<file path="config.mk">
export PLATFORM = sky130hd
export DESIGN_NAME = isac_top
export DESIGN_NICKNAME = d
export VERILOG_FILES = /design/src/include/isac_pkg.sv /design/src/include/isac_stream_if.sv /design/src/core/isac_fifo2.sv /design/src/core/isac_line_filter.sv /design/src/core/isac_top.sv
export SDC_FILE = /design/constraint.sdc
export NUM_CORES = 1
export LEC_CHECK = 0
export ABC_AREA = 1
export BUFFER_PORTS_ARGS = -buffer_cell sky130_fd_sc_hd__buf_4
export CORE_MARGIN = 1
export CORE_UTILIZATION = 40
export CTS_CLUSTER_DIAMETER = 120
export DETAILED_ROUTE_END_ITERATION = 12
export PLACE_DENSITY_LB_ADDON = 0.08
export SYNTH_ARGS = -nofsm -noshare
export SYNTH_HDL_FRONTEND = slang
export SYNTH_SLANG_ARGS = --single-unit
export TNS_END_PERCENT = 20
</file>
<file path="constraint.sdc">
create_clock -name i_clk -period 3.4 [get_ports i_clk]
set_input_delay 0.34 -clock i_clk [delete_from_list [all_inputs] [get_ports i_clk]]
set_output_delay 0.34 -clock i_clk [all_outputs]
set_load 0.01 [all_outputs]
</file>
<file path="src/include/isac_pkg.sv">
// Constants and types for the two-wire SAR converter controller
// Summary of operation
// - Answers as slave at 7-bit address 0x28, or 0x29 in the second variant.
// - Clock line is input only; data line is only pulled low, open-drain.
// - Comes out of reset in the power-down state.
// - Powers up before each conversion and powers down once it completes.
// - Bus writes complete while powered down; a read powers up for its conversion, no wake command.
// - Allows about 1 us wake-up before each conversion starts.
// - One conversion takes about 2 us after the wake-up interval.
// - Input is disconnected from the sampling capacitor when conversion begins.
// - Successive approximation steps the DAC, then control logic forms the code.
// - Output is straight binary; one LSB is reference over 4096.
// - Supply reference gives four channels; external reference gives three.
// - One of four single-ended inputs is routed to the track-and-hold.
// - Standard, fast and high-speed bus modes work with either variant.
// - Several selected channels convert in turn, lowest first.
// - Reference bit 0 selects supply, 1 selects external reference pin.
// - Filter bit 0 keeps line glitch filtering, 1 bypasses it.
package isac_pkg;
   localparam logic [6:0] ADDR_VAR0 = 7'h28;
   localparam logic [6:0] ADDR_VAR1 = 7'h29;
   localparam int CLK_NS = 100;
   localparam int WAKE_NS = 1000;
   localparam int CONV_NS = 2000;
   localparam int WAKE_CYC = (WAKE_NS + CLK_NS - 1) / CLK_NS;
   localparam int CONV_CYC = (CONV_NS + CLK_NS - 1) / CLK_NS;
   localparam int CNT_W = 5;
   localparam int CODE_W = 12;
   localparam logic [CODE_W-1:0] SAR_MSB = 12'h800;
   localparam logic [CODE_W-1:0] TX_FILL = 12'hfff;
   localparam logic [1:0] HDR_PAD = 2'h0;
   localparam int NUM_CH = 4;
   localparam logic [1:0] CH_EXT = 2'h3;
   localparam logic [3:0] EXT_REF_MASK = 4'h7;
   localparam logic [7:0] CFG_RESET = 8'hf0;
   localparam int CFG_CH_LSB = 4;
   localparam int REF_BIT = 3;
   localparam int FLT_BIT = 2;
   localparam int FILT_CYC = 2;
   localparam int FILT_CNT_W = 4;
   localparam int FIFO_DEPTH = 2;
   typedef enum logic [6:0] {
      BS_IDLE = 7'h01,
      BS_ADDR = 7'h02,
      BS_AACK = 7'h04,
      BS_WDAT = 7'h08,
      BS_WACK = 7'h10,
      BS_RDAT = 7'h20,
      BS_RACK = 7'h40
   } isac_bus_state_type;
   typedef enum logic [3:0] {
      CS_PD = 4'h1,
      CS_WAKE = 4'h2,
      CS_CONV = 4'h4,
      CS_PUSH = 4'h8
   } isac_conv_state_type;
endpackage

</file>
<file path="src/include/isac_stream_if.sv">
// Valid/ready word stream between the converter and its result buffer
`timescale 1ns/1ns
`default_nettype none
interface isac_stream_if #(parameter int W = 12) ();
   logic valid;
   logic ready;
   logic [W-1:0] data;
   modport src (output valid, output data, input ready);
   modport snk (input valid, input data, output ready);
endinterface
`default_nettype wire
</file>
<file path="src/core/isac_fifo2.sv">
// Small result buffer with valid/ready on both sides
`timescale 1ns/1ns
`default_nettype none
module isac_fifo2
   import isac_pkg::*;
#(
   parameter int W = CODE_W,
   parameter int DEPTH = FIFO_DEPTH
) (
   input wire logic i_clk,
   input wire logic i_reset,
   isac_stream_if.snk s_in,
   isac_stream_if.src s_out
);
   localparam int AW = (DEPTH > 1) ? $clog2(DEPTH) : 1;
   localparam int CW = $clog2(DEPTH + 1);
   logic [W-1:0] mem_ff [DEPTH];
   logic [W-1:0] nxt_mem [DEPTH];
   logic [AW-1:0] wp_ff, rp_ff, nxt_wp, nxt_rp;
   logic [CW-1:0] n_ff, nxt_n;
   logic do_wr, do_rd;

   assign s_in.ready = (n_ff != CW'(DEPTH));
   assign s_out.valid = (n_ff != '0);
   assign s_out.data = mem_ff[rp_ff];

   always_comb begin
      do_wr = s_in.valid && s_in.ready;
      do_rd = s_out.valid && s_out.ready;
      nxt_mem = mem_ff;
      nxt_wp = wp_ff;
      nxt_rp = rp_ff;
      if (do_wr) begin
         nxt_mem[wp_ff] = s_in.data;
         nxt_wp = (wp_ff == AW'(DEPTH - 1)) ? '0 : wp_ff + AW'(1);
      end
      if (do_rd) begin
         nxt_rp = (rp_ff == AW'(DEPTH - 1)) ? '0 : rp_ff + AW'(1);
      end
      nxt_n = n_ff + CW'(do_wr) - CW'(do_rd);
   end

   always_ff @(posedge i_clk or posedge i_reset) begin
      if (i_reset) begin
         wp_ff <= '0;
         rp_ff <= '0;
         n_ff <= '0;
         for (int i = 0; i < DEPTH; i++) begin
            mem_ff[i] <= '0;
         end
      end else begin
         wp_ff <= nxt_wp;
         rp_ff <= nxt_rp;
         n_ff <= nxt_n;
         mem_ff <= nxt_mem;
      end
   end
endmodule
`default_nettype wire

</file>
<file path="src/core/isac_line_filter.sv">
// Pin synchroniser and glitch filter for the two bus lines
`timescale 1ns/1ns
`default_nettype none
module isac_line_filter
   import isac_pkg::*;
#(
   parameter int N = 2,
   parameter int STABLE = FILT_CYC
) (
   input wire logic i_clk,
   input wire logic i_reset,
   input wire logic [N-1:0] i_lines,
   input wire logic i_bypass,
   output logic [N-1:0] o_lines
);
   logic [N-1:0] meta_ff;
   logic [N-1:0] sync_ff;
   logic [N-1:0] out_ff;
   logic [N-1:0] nxt_out;
   logic [FILT_CNT_W-1:0] cnt_ff [N];
   logic [FILT_CNT_W-1:0] nxt_cnt [N];

   // Unless bypassed, a level change passes only after STABLE steady cycles
   always_comb begin
      for (int i = 0; i < N; i++) begin
         nxt_cnt[i] = '0;
         nxt_out[i] = out_ff[i];
         if (i_bypass) begin
            nxt_out[i] = sync_ff[i];
         end else if (sync_ff[i] != out_ff[i]) begin
            nxt_cnt[i] = cnt_ff[i] + FILT_CNT_W'(1);
            if (cnt_ff[i] == FILT_CNT_W'(STABLE - 1)) begin
               nxt_out[i] = sync_ff[i];
               nxt_cnt[i] = '0;
            end
         end
      end
   end

   always_ff @(posedge i_clk or posedge i_reset) begin
      if (i_reset) begin
         meta_ff <= '1;
         sync_ff <= '1;
         out_ff <= '1;
         for (int i = 0; i < N; i++) begin
            cnt_ff[i] <= '0;
         end
      end else begin
         meta_ff <= i_lines;
         sync_ff <= meta_ff;
         out_ff <= nxt_out;
         cnt_ff <= nxt_cnt;
      end
   end

   assign o_lines = out_ff;
endmodule
`default_nettype wire

</file>
<file path="src/core/isac_top.sv">
// Two-wire slave front end and SAR conversion sequencer
`timescale 1ns/1ns
`default_nettype none
module isac_top
   import isac_pkg::*;
#(
   parameter logic VARIANT = 1'b0,
   parameter int STABLE = FILT_CYC
) (
   input wire logic i_clk,
   input wire logic i_reset,
   input wire logic i_scl,
   input wire logic i_sda_in,
   output logic o_sda_out,
   output logic o_sda_oe,
   input wire logic i_comp_high,
   output logic o_adc_power_on,
   output logic o_track,
   output logic [1:0] o_mux_sel,
   output logic o_ref_ext,
   output logic [CODE_W-1:0] o_dac_code
);
   localparam logic [6:0] MY_ADDR = VARIANT ? ADDR_VAR1 : ADDR_VAR0;

   // ==========================================================
   // Line conditioning
   logic [1:0] line_f;
   logic scl, sda, scl_d_ff, sda_d_ff;
   logic scl_rise, scl_fall, start, stop;
   logic [7:0] cfg_ff, nxt_cfg;

   isac_line_filter #(.N(2), .STABLE(STABLE)) u_filt (
      .i_clk(i_clk),
      .i_reset(i_reset),
      .i_lines({i_scl, i_sda_in}),
      .i_bypass(cfg_ff[FLT_BIT]),
      .o_lines(line_f)
   );

   assign scl = line_f[1];
   assign sda = line_f[0];
   // Edges found from samples, so the bus must run several clock cycles per line level
   assign scl_rise = scl && !scl_d_ff;
   assign scl_fall = !scl && scl_d_ff;
   assign start = scl && scl_d_ff && sda_d_ff && !sda;
   assign stop = scl && scl_d_ff && !sda_d_ff && sda;

   // ==========================================================
   // Channel choice
   logic [3:0] eff_sel;
   logic [1:0] next_ch, last_ff, nxt_last;
   logic first_ff, nxt_first;

   function automatic logic [1:0] pick_chan(input logic [3:0] sel, input logic [1:0] last,
                                            input logic first);
      logic [1:0] idx;
      logic [1:0] res;
      logic found;
      res = 2'h0;
      found = 1'b0;
      for (int i = 0; i < NUM_CH; i++) begin
         idx = first ? 2'(i) : last + 2'(i + 1);
         if (!found && sel[idx]) begin
            res = idx;
            found = 1'b1;
         end
      end
      return res;
   endfunction

   // External reference takes over the fourth input
   assign eff_sel = cfg_ff[CFG_CH_LSB +: 4] & (cfg_ff[REF_BIT] ? EXT_REF_MASK : 4'hf);
   assign next_ch = pick_chan(eff_sel, last_ff, first_ff);

   // ==========================================================
   // Result buffer
   isac_stream_if #(.W(CODE_W)) fifo_in ();
   isac_stream_if #(.W(CODE_W)) fifo_out ();
   logic pop;

   isac_fifo2 #(.W(CODE_W), .DEPTH(FIFO_DEPTH)) u_fifo (
      .i_clk(i_clk),
      .i_reset(i_reset),
      .s_in(fifo_in),
      .s_out(fifo_out)
   );
   assign fifo_out.ready = pop;

   // ==========================================================
   // Bus slave
   isac_bus_state_type st_ff, nxt_st;
   logic [3:0] cnt_ff, nxt_cnt;
   logic [7:0] rx_ff, nxt_rx;
   logic [15:0] tx_ff, nxt_tx;
   logic oe_ff, nxt_oe, lo_ff, nxt_lo, mack_ff, nxt_mack;
   logic conv_go, cfg_wr;

   always_comb begin
      nxt_st = st_ff;
      nxt_cnt = cnt_ff;
      nxt_rx = rx_ff;
      nxt_tx = tx_ff;
      nxt_oe = oe_ff;
      nxt_cfg = cfg_ff;
      nxt_lo = lo_ff;
      nxt_mack = mack_ff;
      conv_go = 1'b0;
      cfg_wr = 1'b0;
      pop = 1'b0;
      if (stop) begin
         nxt_st = BS_IDLE;
         nxt_oe = 1'b0;
      end else if (start) begin
         nxt_st = BS_ADDR;
         nxt_cnt = '0;
         nxt_oe = 1'b0;
      end else begin
         unique case (st_ff)
            BS_IDLE: begin
               nxt_oe = 1'b0;
            end
            BS_ADDR, BS_WDAT: begin
               if (scl_rise) begin
                  nxt_rx = {rx_ff[6:0], sda};
                  nxt_cnt = cnt_ff + 4'h1;
               end
               if (scl_fall && cnt_ff == 4'h8) begin
                  nxt_cnt = '0;
                  if (st_ff == BS_WDAT) begin
                     // Write lands whatever the converter is doing
                     nxt_cfg = rx_ff;
                     cfg_wr = 1'b1;
                     nxt_oe = 1'b1;
                     nxt_st = BS_WACK;
                  end else if (rx_ff[7:1] == MY_ADDR) begin
                     nxt_oe = 1'b1;
                     nxt_lo = 1'b0;
                     nxt_st = BS_AACK;
                     if (rx_ff[0]) begin
                        conv_go = 1'b1;
                        nxt_tx = {HDR_PAD, next_ch, TX_FILL};
                     end
                  end else begin
                     nxt_st = BS_IDLE;
                  end
               end
            end
            BS_AACK, BS_WACK: begin
               if (scl_fall) begin
                  nxt_st = (st_ff == BS_AACK && rx_ff[0]) ? BS_RDAT : BS_WDAT;
                  nxt_oe = (nxt_st == BS_RDAT) && !tx_ff[15];
               end
            end
            BS_RDAT: begin
               if (scl_fall) begin
                  nxt_cnt = cnt_ff + 4'h1;
                  if (cnt_ff == 4'h7) begin
                     nxt_tx = tx_ff << 1;
                     nxt_oe = 1'b0;
                     nxt_st = BS_RACK;
                  end else if (!lo_ff && cnt_ff == 4'h3) begin
                     // Code bits are taken from the buffer only when needed
                     pop = 1'b1;
                     nxt_tx = fifo_out.valid ? {fifo_out.data, 4'h0} : tx_ff << 1;
                     nxt_oe = !nxt_tx[15];
                  end else begin
                     nxt_tx = tx_ff << 1;
                     nxt_oe = !nxt_tx[15];
                  end
               end
            end
            BS_RACK: begin
               if (scl_rise) begin
                  nxt_mack = !sda;
               end
               if (scl_fall) begin
                  nxt_cnt = '0;
                  if (mack_ff) begin
                     nxt_st = BS_RDAT;
                     nxt_lo = !lo_ff;
                     if (lo_ff) begin
                        conv_go = 1'b1;
                        nxt_tx = {HDR_PAD, next_ch, TX_FILL};
                     end
                     nxt_oe = !nxt_tx[15];
                  end else begin
                     nxt_st = BS_IDLE;
                  end
               end
            end
            default: begin
               nxt_st = BS_IDLE;
               nxt_oe = 1'b0;
            end
         endcase
      end
   end

   always_ff @(posedge i_clk or posedge i_reset) begin
      if (i_reset) begin
         st_ff <= BS_IDLE;
         cnt_ff <= '0;
         rx_ff <= '0;
         tx_ff <= '1;
         oe_ff <= 1'b0;
         cfg_ff <= CFG_RESET;
         lo_ff <= 1'b0;
         mack_ff <= 1'b0;
         scl_d_ff <= 1'b1;
         sda_d_ff <= 1'b1;
      end else begin
         st_ff <= nxt_st;
         cnt_ff <= nxt_cnt;
         rx_ff <= nxt_rx;
         tx_ff <= nxt_tx;
         oe_ff <= nxt_oe;
         cfg_ff <= nxt_cfg;
         lo_ff <= nxt_lo;
         mack_ff <= nxt_mack;
         scl_d_ff <= scl;
         sda_d_ff <= sda;
      end
   end

   // Only ever pulls low
   assign o_sda_out = 1'b0;
   assign o_sda_oe = oe_ff;

   // ==========================================================
   // Conversion sequencer
   isac_conv_state_type cst_ff, nxt_cst;
   logic [CNT_W-1:0] ccnt_ff, nxt_ccnt;
   logic [CODE_W-1:0] mask_ff, nxt_mask, dac_ff, nxt_dac;
   logic [1:0] mux_ff, nxt_mux;

   always_comb begin
      nxt_cst = cst_ff;
      nxt_ccnt = ccnt_ff;
      nxt_mask = mask_ff;
      nxt_dac = dac_ff;
      nxt_mux = mux_ff;
      nxt_last = last_ff;
      nxt_first = first_ff;
      if (cfg_wr) begin
         nxt_first = 1'b1;
      end
      unique case (cst_ff)
         CS_PD: begin
            if (conv_go) begin
               nxt_cst = CS_WAKE;
               nxt_ccnt = '0;
               nxt_mux = next_ch;
               nxt_last = next_ch;
               nxt_first = 1'b0;
            end
         end
         CS_WAKE: begin
            nxt_ccnt = ccnt_ff + CNT_W'(1);
            if (ccnt_ff == CNT_W'(WAKE_CYC - 1)) begin
               nxt_cst = CS_CONV;
               nxt_ccnt = '0;
               nxt_mask = SAR_MSB;
               nxt_dac = SAR_MSB;
            end
         end
         CS_CONV: begin
            // Keep the trial bit when the input is above the DAC level
            nxt_ccnt = ccnt_ff + CNT_W'(1);
            nxt_mask = mask_ff >> 1;
            nxt_dac = (i_comp_high ? dac_ff : dac_ff & ~mask_ff) | (mask_ff >> 1);
            if (ccnt_ff == CNT_W'(CONV_CYC - 1)) begin
               nxt_cst = CS_PUSH;
            end
         end
         CS_PUSH: begin
            if (fifo_in.ready) begin
               nxt_cst = CS_PD;
            end
         end
         default: begin
            nxt_cst = CS_PD;
         end
      endcase
   end

   always_ff @(posedge i_clk or posedge i_reset) begin
      if (i_reset) begin
         cst_ff <= CS_PD;
         ccnt_ff <= '0;
         mask_ff <= '0;
         dac_ff <= '0;
         mux_ff <= '0;
         last_ff <= '0;
         first_ff <= 1'b1;
      end else begin
         cst_ff <= nxt_cst;
         ccnt_ff <= nxt_ccnt;
         mask_ff <= nxt_mask;
         dac_ff <= nxt_dac;
         mux_ff <= nxt_mux;
         last_ff <= nxt_last;
         first_ff <= nxt_first;
      end
   end

   assign fifo_in.valid = (cst_ff == CS_PUSH);
   assign fifo_in.data = dac_ff;
   assign o_adc_power_on = (cst_ff == CS_WAKE) || (cst_ff == CS_CONV);
   assign o_track = (cst_ff != CS_CONV);
   assign o_mux_sel = mux_ff;
   assign o_ref_ext = cfg_ff[REF_BIT];
   assign o_dac_code = dac_ff;
endmodule
`default_nettype wire

</file>
### After elaboration in Yosys (flattened, before gate mapping)

Index checks and enable logic that the tools add are counted.

* reduce and logical (&&, ||, !) cells: 57
* bitwise gates (word level): 8
* equal/unequal tests: 47
* $lt $le $gt $ge: 7
* muxes and demuxes: 129
* add/subtract/negate cells: 11

Operator list (number)
* 16-bit two-way mux: 16
* 12-bit two-way mux: 6
* 4-bit two-way mux: 16
* 1-bit two-way mux: 54
* 7-bit two-way mux: 7
* 12-bit case mux with 2 select lines: 2
* 16-bit case mux with 3 select lines: 1
* 7-bit case mux with 5 select lines: 1
* 4-bit != test (second input constant): 8
* 24-bit bitwise mux: 1
* 2-bit != test (second input constant): 12
* 1-bit logical AND: 17
* 2-bit two-way mux: 8
* 4-bit case mux with 4 select lines: 1
* 5-bit two-way mux: 3
* 5-bit case mux with 3 select lines: 1
* 7-bit by 6-bit == test with 1-bit output (second input constant): 2
* 2-bit nonzero test: 7
* 4-bit by 1-bit adder with 4-bit output (second input constant): 3
* 12-bit AND: 1
* 12-bit demux with 1-bit select: 1
* 4-bit by 1-bit == test with 1-bit output (second input constant): 3
* 1-bit logical NOT: 12
* 2-bit by 3-bit < comparator with 1-bit output (second input constant): 4
* other kinds (46): 72

* word-level logic and storage cells: 287
* bits of input ports: 5
* output and inout port bits: 19
* flip-flop bits (word level): 126

### Depth between registers and ports, before layout

* depth after elaboration: 26
* mapped depth: 12
* depth with buffers taken out: 12

### Modules after synthesis

A second synthesis with hierarchy kept.

* cells, all modules: 835
* area total of the unflattened synthesis: 6510.0 um^2

By module, submodules not included
* isac_top: times used 1, area each 4476.8 um^2, sequential area each 2083.2 um^2, cells an instance 594
* isac_fifo2: times used 1, area each 1405.1 um^2, sequential area each 700.7 um^2, cells an instance 177
* isac_line_filter: times used 1, area each 628.1 um^2, sequential area each 357.8 um^2, cells an instance 64

### Worst setup path before layout

Ideal clock, no wire load.

* path type: register to register
* start: register u_filt.out_ff[1], in the netlist u_filt.o_lines[1]
* end: register u_fifo.n_ff[1]
* slack: 1476 ps
* data arrival time: 1801 ps
* cell stages (with the launch flop): 13
* required time: 3277 ps
* path through: dfstp_2 > nand2_1 > inv_2 > nand2_2 > nand2_1 > inv_2 > buf_2 > nand2_1 > nor3_2 > ha_1 > inv_1 > ha_1 > xnor2_1

* longest elaborated chain between the ends: 8
* elaborated cells between the ends (all ways): 13
* classes of those cells: add/sub: 1; mux: 4; reduce/logical: 8

Ends and longest elaborated chain
* start: declaration: line isac_line_filter.sv:18 `logic [N-1:0] out_ff;`
* start signal: assignment: line isac_line_filter.sv:51 `out_ff <= nxt_out;`
* 1-bit logical NOT: line isac_top.sv:44 `assign scl_fall = !scl && scl_d_ff;`
* 1-bit logical AND: line isac_top.sv:44
* 1-bit two-way mux: line isac_top.sv:155 `if (scl_fall) begin`
* 1-bit two-way mux: line isac_top.sv:118 `unique case (st_ff)`
* 1-bit two-way mux: line isac_top.sv:113 `end else if (start) begin`
* 1-bit two-way mux *: line isac_top.sv:110 `if (stop) begin`
* 1-bit logical AND *: line isac_fifo2.sv:29 `do_rd = s_out.valid && s_out.ready;`
* net u_fifo.do_rd: line isac_fifo2.sv:21 `logic do_wr, do_rd;`
* 2-bit by 1-bit subtractor with 2-bit output *: line isac_fifo2.sv:40 `nxt_n = n_ff + CW'(do_wr) - CW'(do_rd);`
* net u_fifo.nxt_n[1]: line isac_fifo2.sv:20 `logic [CW-1:0] n_ff, nxt_n;`
* end signal: assignment: line isac_fifo2.sv:54 `n_ff <= nxt_n;`
* end: declaration: line isac_fifo2.sv:20

Mark *: on every way through the listed nets, which the timed path passes. The rest lies on a longest branch.
A chain may end at the register's enable or synchronous reset.

### Worst setup path in the final report

* start: register st_ff[1]
* end: register u_fifo.n_ff[1]

* longest elaborated chain between the ends: 6

Ends and longest elaborated chain
* start: declaration: line isac_top.sv:91 `isac_bus_state_type st_ff, nxt_st;`
* start signal: assignment: line isac_top.sv:212 `st_ff <= nxt_st;`
* 7-bit by 6-bit == test with 1-bit output: line isac_top.sv:118
* 1-bit two-way mux: line isac_top.sv:118
* 1-bit two-way mux: line isac_top.sv:113
* 1-bit two-way mux: line isac_top.sv:110
* 1-bit logical AND: line isac_fifo2.sv:29
* net u_fifo.do_rd: line isac_fifo2.sv:21
* 2-bit by 1-bit subtractor with 2-bit output: line isac_fifo2.sv:40
* net u_fifo.nxt_n[1]: line isac_fifo2.sv:20

The timed path passes the listed nets, and every way through them passes these cells.

==> impl_metrics.ini <==
[status]
run_status = finished, final reports clean

[die]
die_w_um = 128
ios = 24
start_util_pct = 41.5
fp.dieArea_um2 = 16500
coreArea_um2 = 15400
rows = 45
die_y_um = 128

[detailed_routing]
wl_per_cell_um = 13.8
num_vias = 5031
first_pass_iters = 5
drtIter0Drc = 325
antenna_left = 0
drc = 0
via_per_inst = 4.87
totalWireLength_um = 14200

[synthesis]
synth_flop_cell = dfrtp_1
syn-instance-count = 785
ys_ff_latch = 124
seq_area_frac_synth_pct = 49.1
avgSynthCellArea_um2 = 8.15
syn-num-nets = 800
yosysWarnings = 0
synth-edff-count = 0
synth.distinct_cells = 45
syn_area_um2 = 6400
ys_async_sr_fraction_pct = 100

[pwr]
powerDensity_nw_per_um2 = 670
seqPwrFrac_pct = 39.0
clkPwrFrac_pct = 38.6
total_leakage_power_uw = 0.00354
switching_share_pct = 32.0
ir_worst_vdd_mv = 0.441
p_int_uw = 3370
p_comb_share_pct = 22.4
p_switching_uw = 1590

[worst_setup_path]
crit_path_end_kind = register
critPathLaunch = st_ff[1]
r2r-start = st_ff[1]
critPathLaunchType = register
r2r_end = u_fifo.n_ff[1]
rr_worst_depth = 9
crit_type = register to register
crit_path_max_incr_delay_ns = 0.41
cp_max_fo = 11
required_ns = 3.74
crit_chain = nor2_2 > nand2_4 > nor2_2 > nand2_1 > nor3_2 > ha_1 > inv_1 > ha_1 > xnor2_1
slowest_stage = dfrtp_1
crit_arrival_ns = 2.48
r2r_setup_slack_ns = 1.26

[grt]
grtUsageTotal_pct = 19.2
antenna_found_initial = 0
grt_pass1_vias = 4987
grt_pass1_wl_um = 24500
overflow = 0
grt_max_degree = 90

[clock_network]
ctsResizeCount = 0
cts_buffer_depth = 2
root_buffer = clkbuf_16
cts_buffers = 17
htreeDepth = 4
clock_sinks = 124
cts_tree = built
clk_latency_ns = 0.42
clkTransAtPathRegs_ns = 0.06
post-cts-setup-buffers = 0
hold_buffers = 0

[cells_and_area]
final_area_um2 = 7390
drive_gt1_share_pct = 18.0
num_antenna_cells = 0
area_growth_pct = 15.5
fillCellCount = 1529
layout.nets = 824

[hold_path]
min_path_type = input port to register
hold_path_end = u_filt.meta_ff[0]
whs_path_depth = 1
worstHoldStart = i_sda_in

[placed_design]
place.gp.congestion = 0.850
placed_cell_area_um2 = 6770
hpwl_um = 10300
port_buffers = 22

[sta]
fmax_mhz = 468
finalSetupTns_ns = 0
worst_clock_skew_ns = 0.0123
slew_headroom_pct = 45.5
setup_viol = 0
rsz0062_at_grt = false
tightest_slew_ns = 0.816
finalHoldViolCount = 0
drv_slew = 0
min_period_over_period_pct = 62.9
post-route-min-period_ns = 2.14

[job]
drv_cap = 0
## synthesized netlist by cell type (all sizes together) (6+ instances only)
master / instances / area, µm²
a21oi: 27 / 143
buf: 12 / 71.3
clkbuf: 8 / 30.0
dfrtp: 93 / 2330
dfstp: 31 / 815
ha: 10 / 125
inv: 102 / 383
nand2: 209 / 835
nand3: 43 / 225
nand4: 8 / 77.6
nor2: 86 / 388
nor3: 12 / 70.1
o21ai: 87 / 462
o22ai: 11 / 68.8
o32ai: 8 / 70.1
or2: 6 / 37.5
xor2: 8 / 70.1
## worst max path at each step
stage                endpoint  slack, ns
2_1_floorplan  u_fifo.n_ff[1]       1.48
3_3_place_gp   u_fifo.n_ff[0]       1.31
3_5_place_dp   u_fifo.n_ff[1]       1.25
4_1_cts        u_fifo.n_ff[1]       1.23
5_1_grt        u_fifo.n_ff[1]       1.04
6_report       u_fifo.n_ff[1]       1.26
## cells in the final DEF, fill, tap and decap left out, drive strengths merged, types with 2 or more instances in the layout
master,Yosys,layout
nor2,86,86
clkbuf,8,19
nand3b,3,3
clkinv,0,6
nand3,43,43
clkinvlp,0,2
o32ai,8,8
or2,6,6
buf,12,25
a21oi,27,27
o21ai,87,87
nor3,12,12
ha,10,10
nand4,8,8
o211ai,3,3
xnor2,4,4
o22ai,11,11
bufinv,0,4
dfrtp,93,93
nand2,209,209
o31ai,2,2
dfstp,31,31
a31oi,4,4
mux2,3,3
inv,102,103
xor2,8,8
## worst max-delay path, delay by kind of cell (launching register included)
kind,cells,cell delay [ns]
flops,1,0.41
fa+ha+maj,2,0.42
xor+xnor,1,0.12
simple gates,5,1.06
buf+inv,1,0.06
## power groups by stage
stage               clock network, µW  logic, µW  registers, µW
finish                           1910       1110           1930
global route                     2030       1270           1960
detailed placement                  0       1120           1950
global placement                    0       1100           1950
floorplan                           0        917           1900
CTS                              1960       1120           1930
## area by class of cell
class / count / area (µm²) / share of cell area, %
flip-flops and latches: 124 / 3140 / 42.5
multi-input cells: 539 / 2770 / 37.5
clock buffers: 19 / 433 / 5.86
inverters: 102 / 387 / 5.23
well taps: 211 / 264 / 3.57
repair buffers: 25 / 200 / 2.71
clock inverters: 13 / 190 / 2.57
## flip-flops by register name, summed over array words and instances (netlist names)
| name | count |
|---|---|
| ccnt_ff | 5 |
| cfg_ff | 6 |
| cnt_ff | 4 |
| cst_ff | 4 |
| first_ff | 1 |
| lo_ff | 1 |
| mack_ff | 1 |
| mask_ff | 12 |
| o_dac_code | 12 |
| o_mux_sel | 2 |
| o_sda_oe | 1 |
| rx_ff | 8 |
| scl_d_ff | 1 |
| sda_d_ff | 1 |
| st_ff | 7 |
| tx_ff | 16 |
| u_fifo.mem_ff | 24 |
| u_fifo.n_ff | 2 |
| u_fifo.rp_ff | 1 |
| u_fifo.wp_ff | 1 |
| u_filt.cnt_ff | 8 |
| u_filt.meta_ff | 2 |
| u_filt.o_lines | 2 |
| u_filt.sync_ff | 2 |
## per-stage QoR
stage / power (µW) / utilization (%) / hold slack [ns] / cells / worst slack (ns)
floorplan: 2820 / - / 0.344 / 785 / 1.48
global placement: 3040 / 43.9 / 0.348 / 1001 / 1.31
detailed placement: 3070 / 43.9 / 0.349 / 1001 / 1.25
CTS: 5010 / 47.9 / 0.00621 / 1033 / 1.23
global route: 5260 / 47.9 / 0.000668 / 1033 / 1.04
finish: 4950 / 47.9 / 0.0234 / 1033 / 1.26
## metal layers
layer / part of all wire (%) / GRT usage, %
met5: 0 / 0
met3: 2.4 / 4.70
met2: 45 / 28.6
met1: 51 / 27.1
met4: 1.6 / 6.85
## logic make-up after synthesis
group / Yosys count / synth area share [%]
AO/OA/AOI/OAI: 144 / 12.8
XOR/XNOR: 12 / 1.64
adder cells (fa/ha/maj): 10 / 1.96
buffers and inverters: 122 / 7.57
flip-flops: 124 / 49.1
multiplexers: 4 / 0.684
other: 1 / 0.0586
AND/OR/NAND/NOR: 368 / 26.2
No activity file was read; power rests on OpenSTA's default activity.
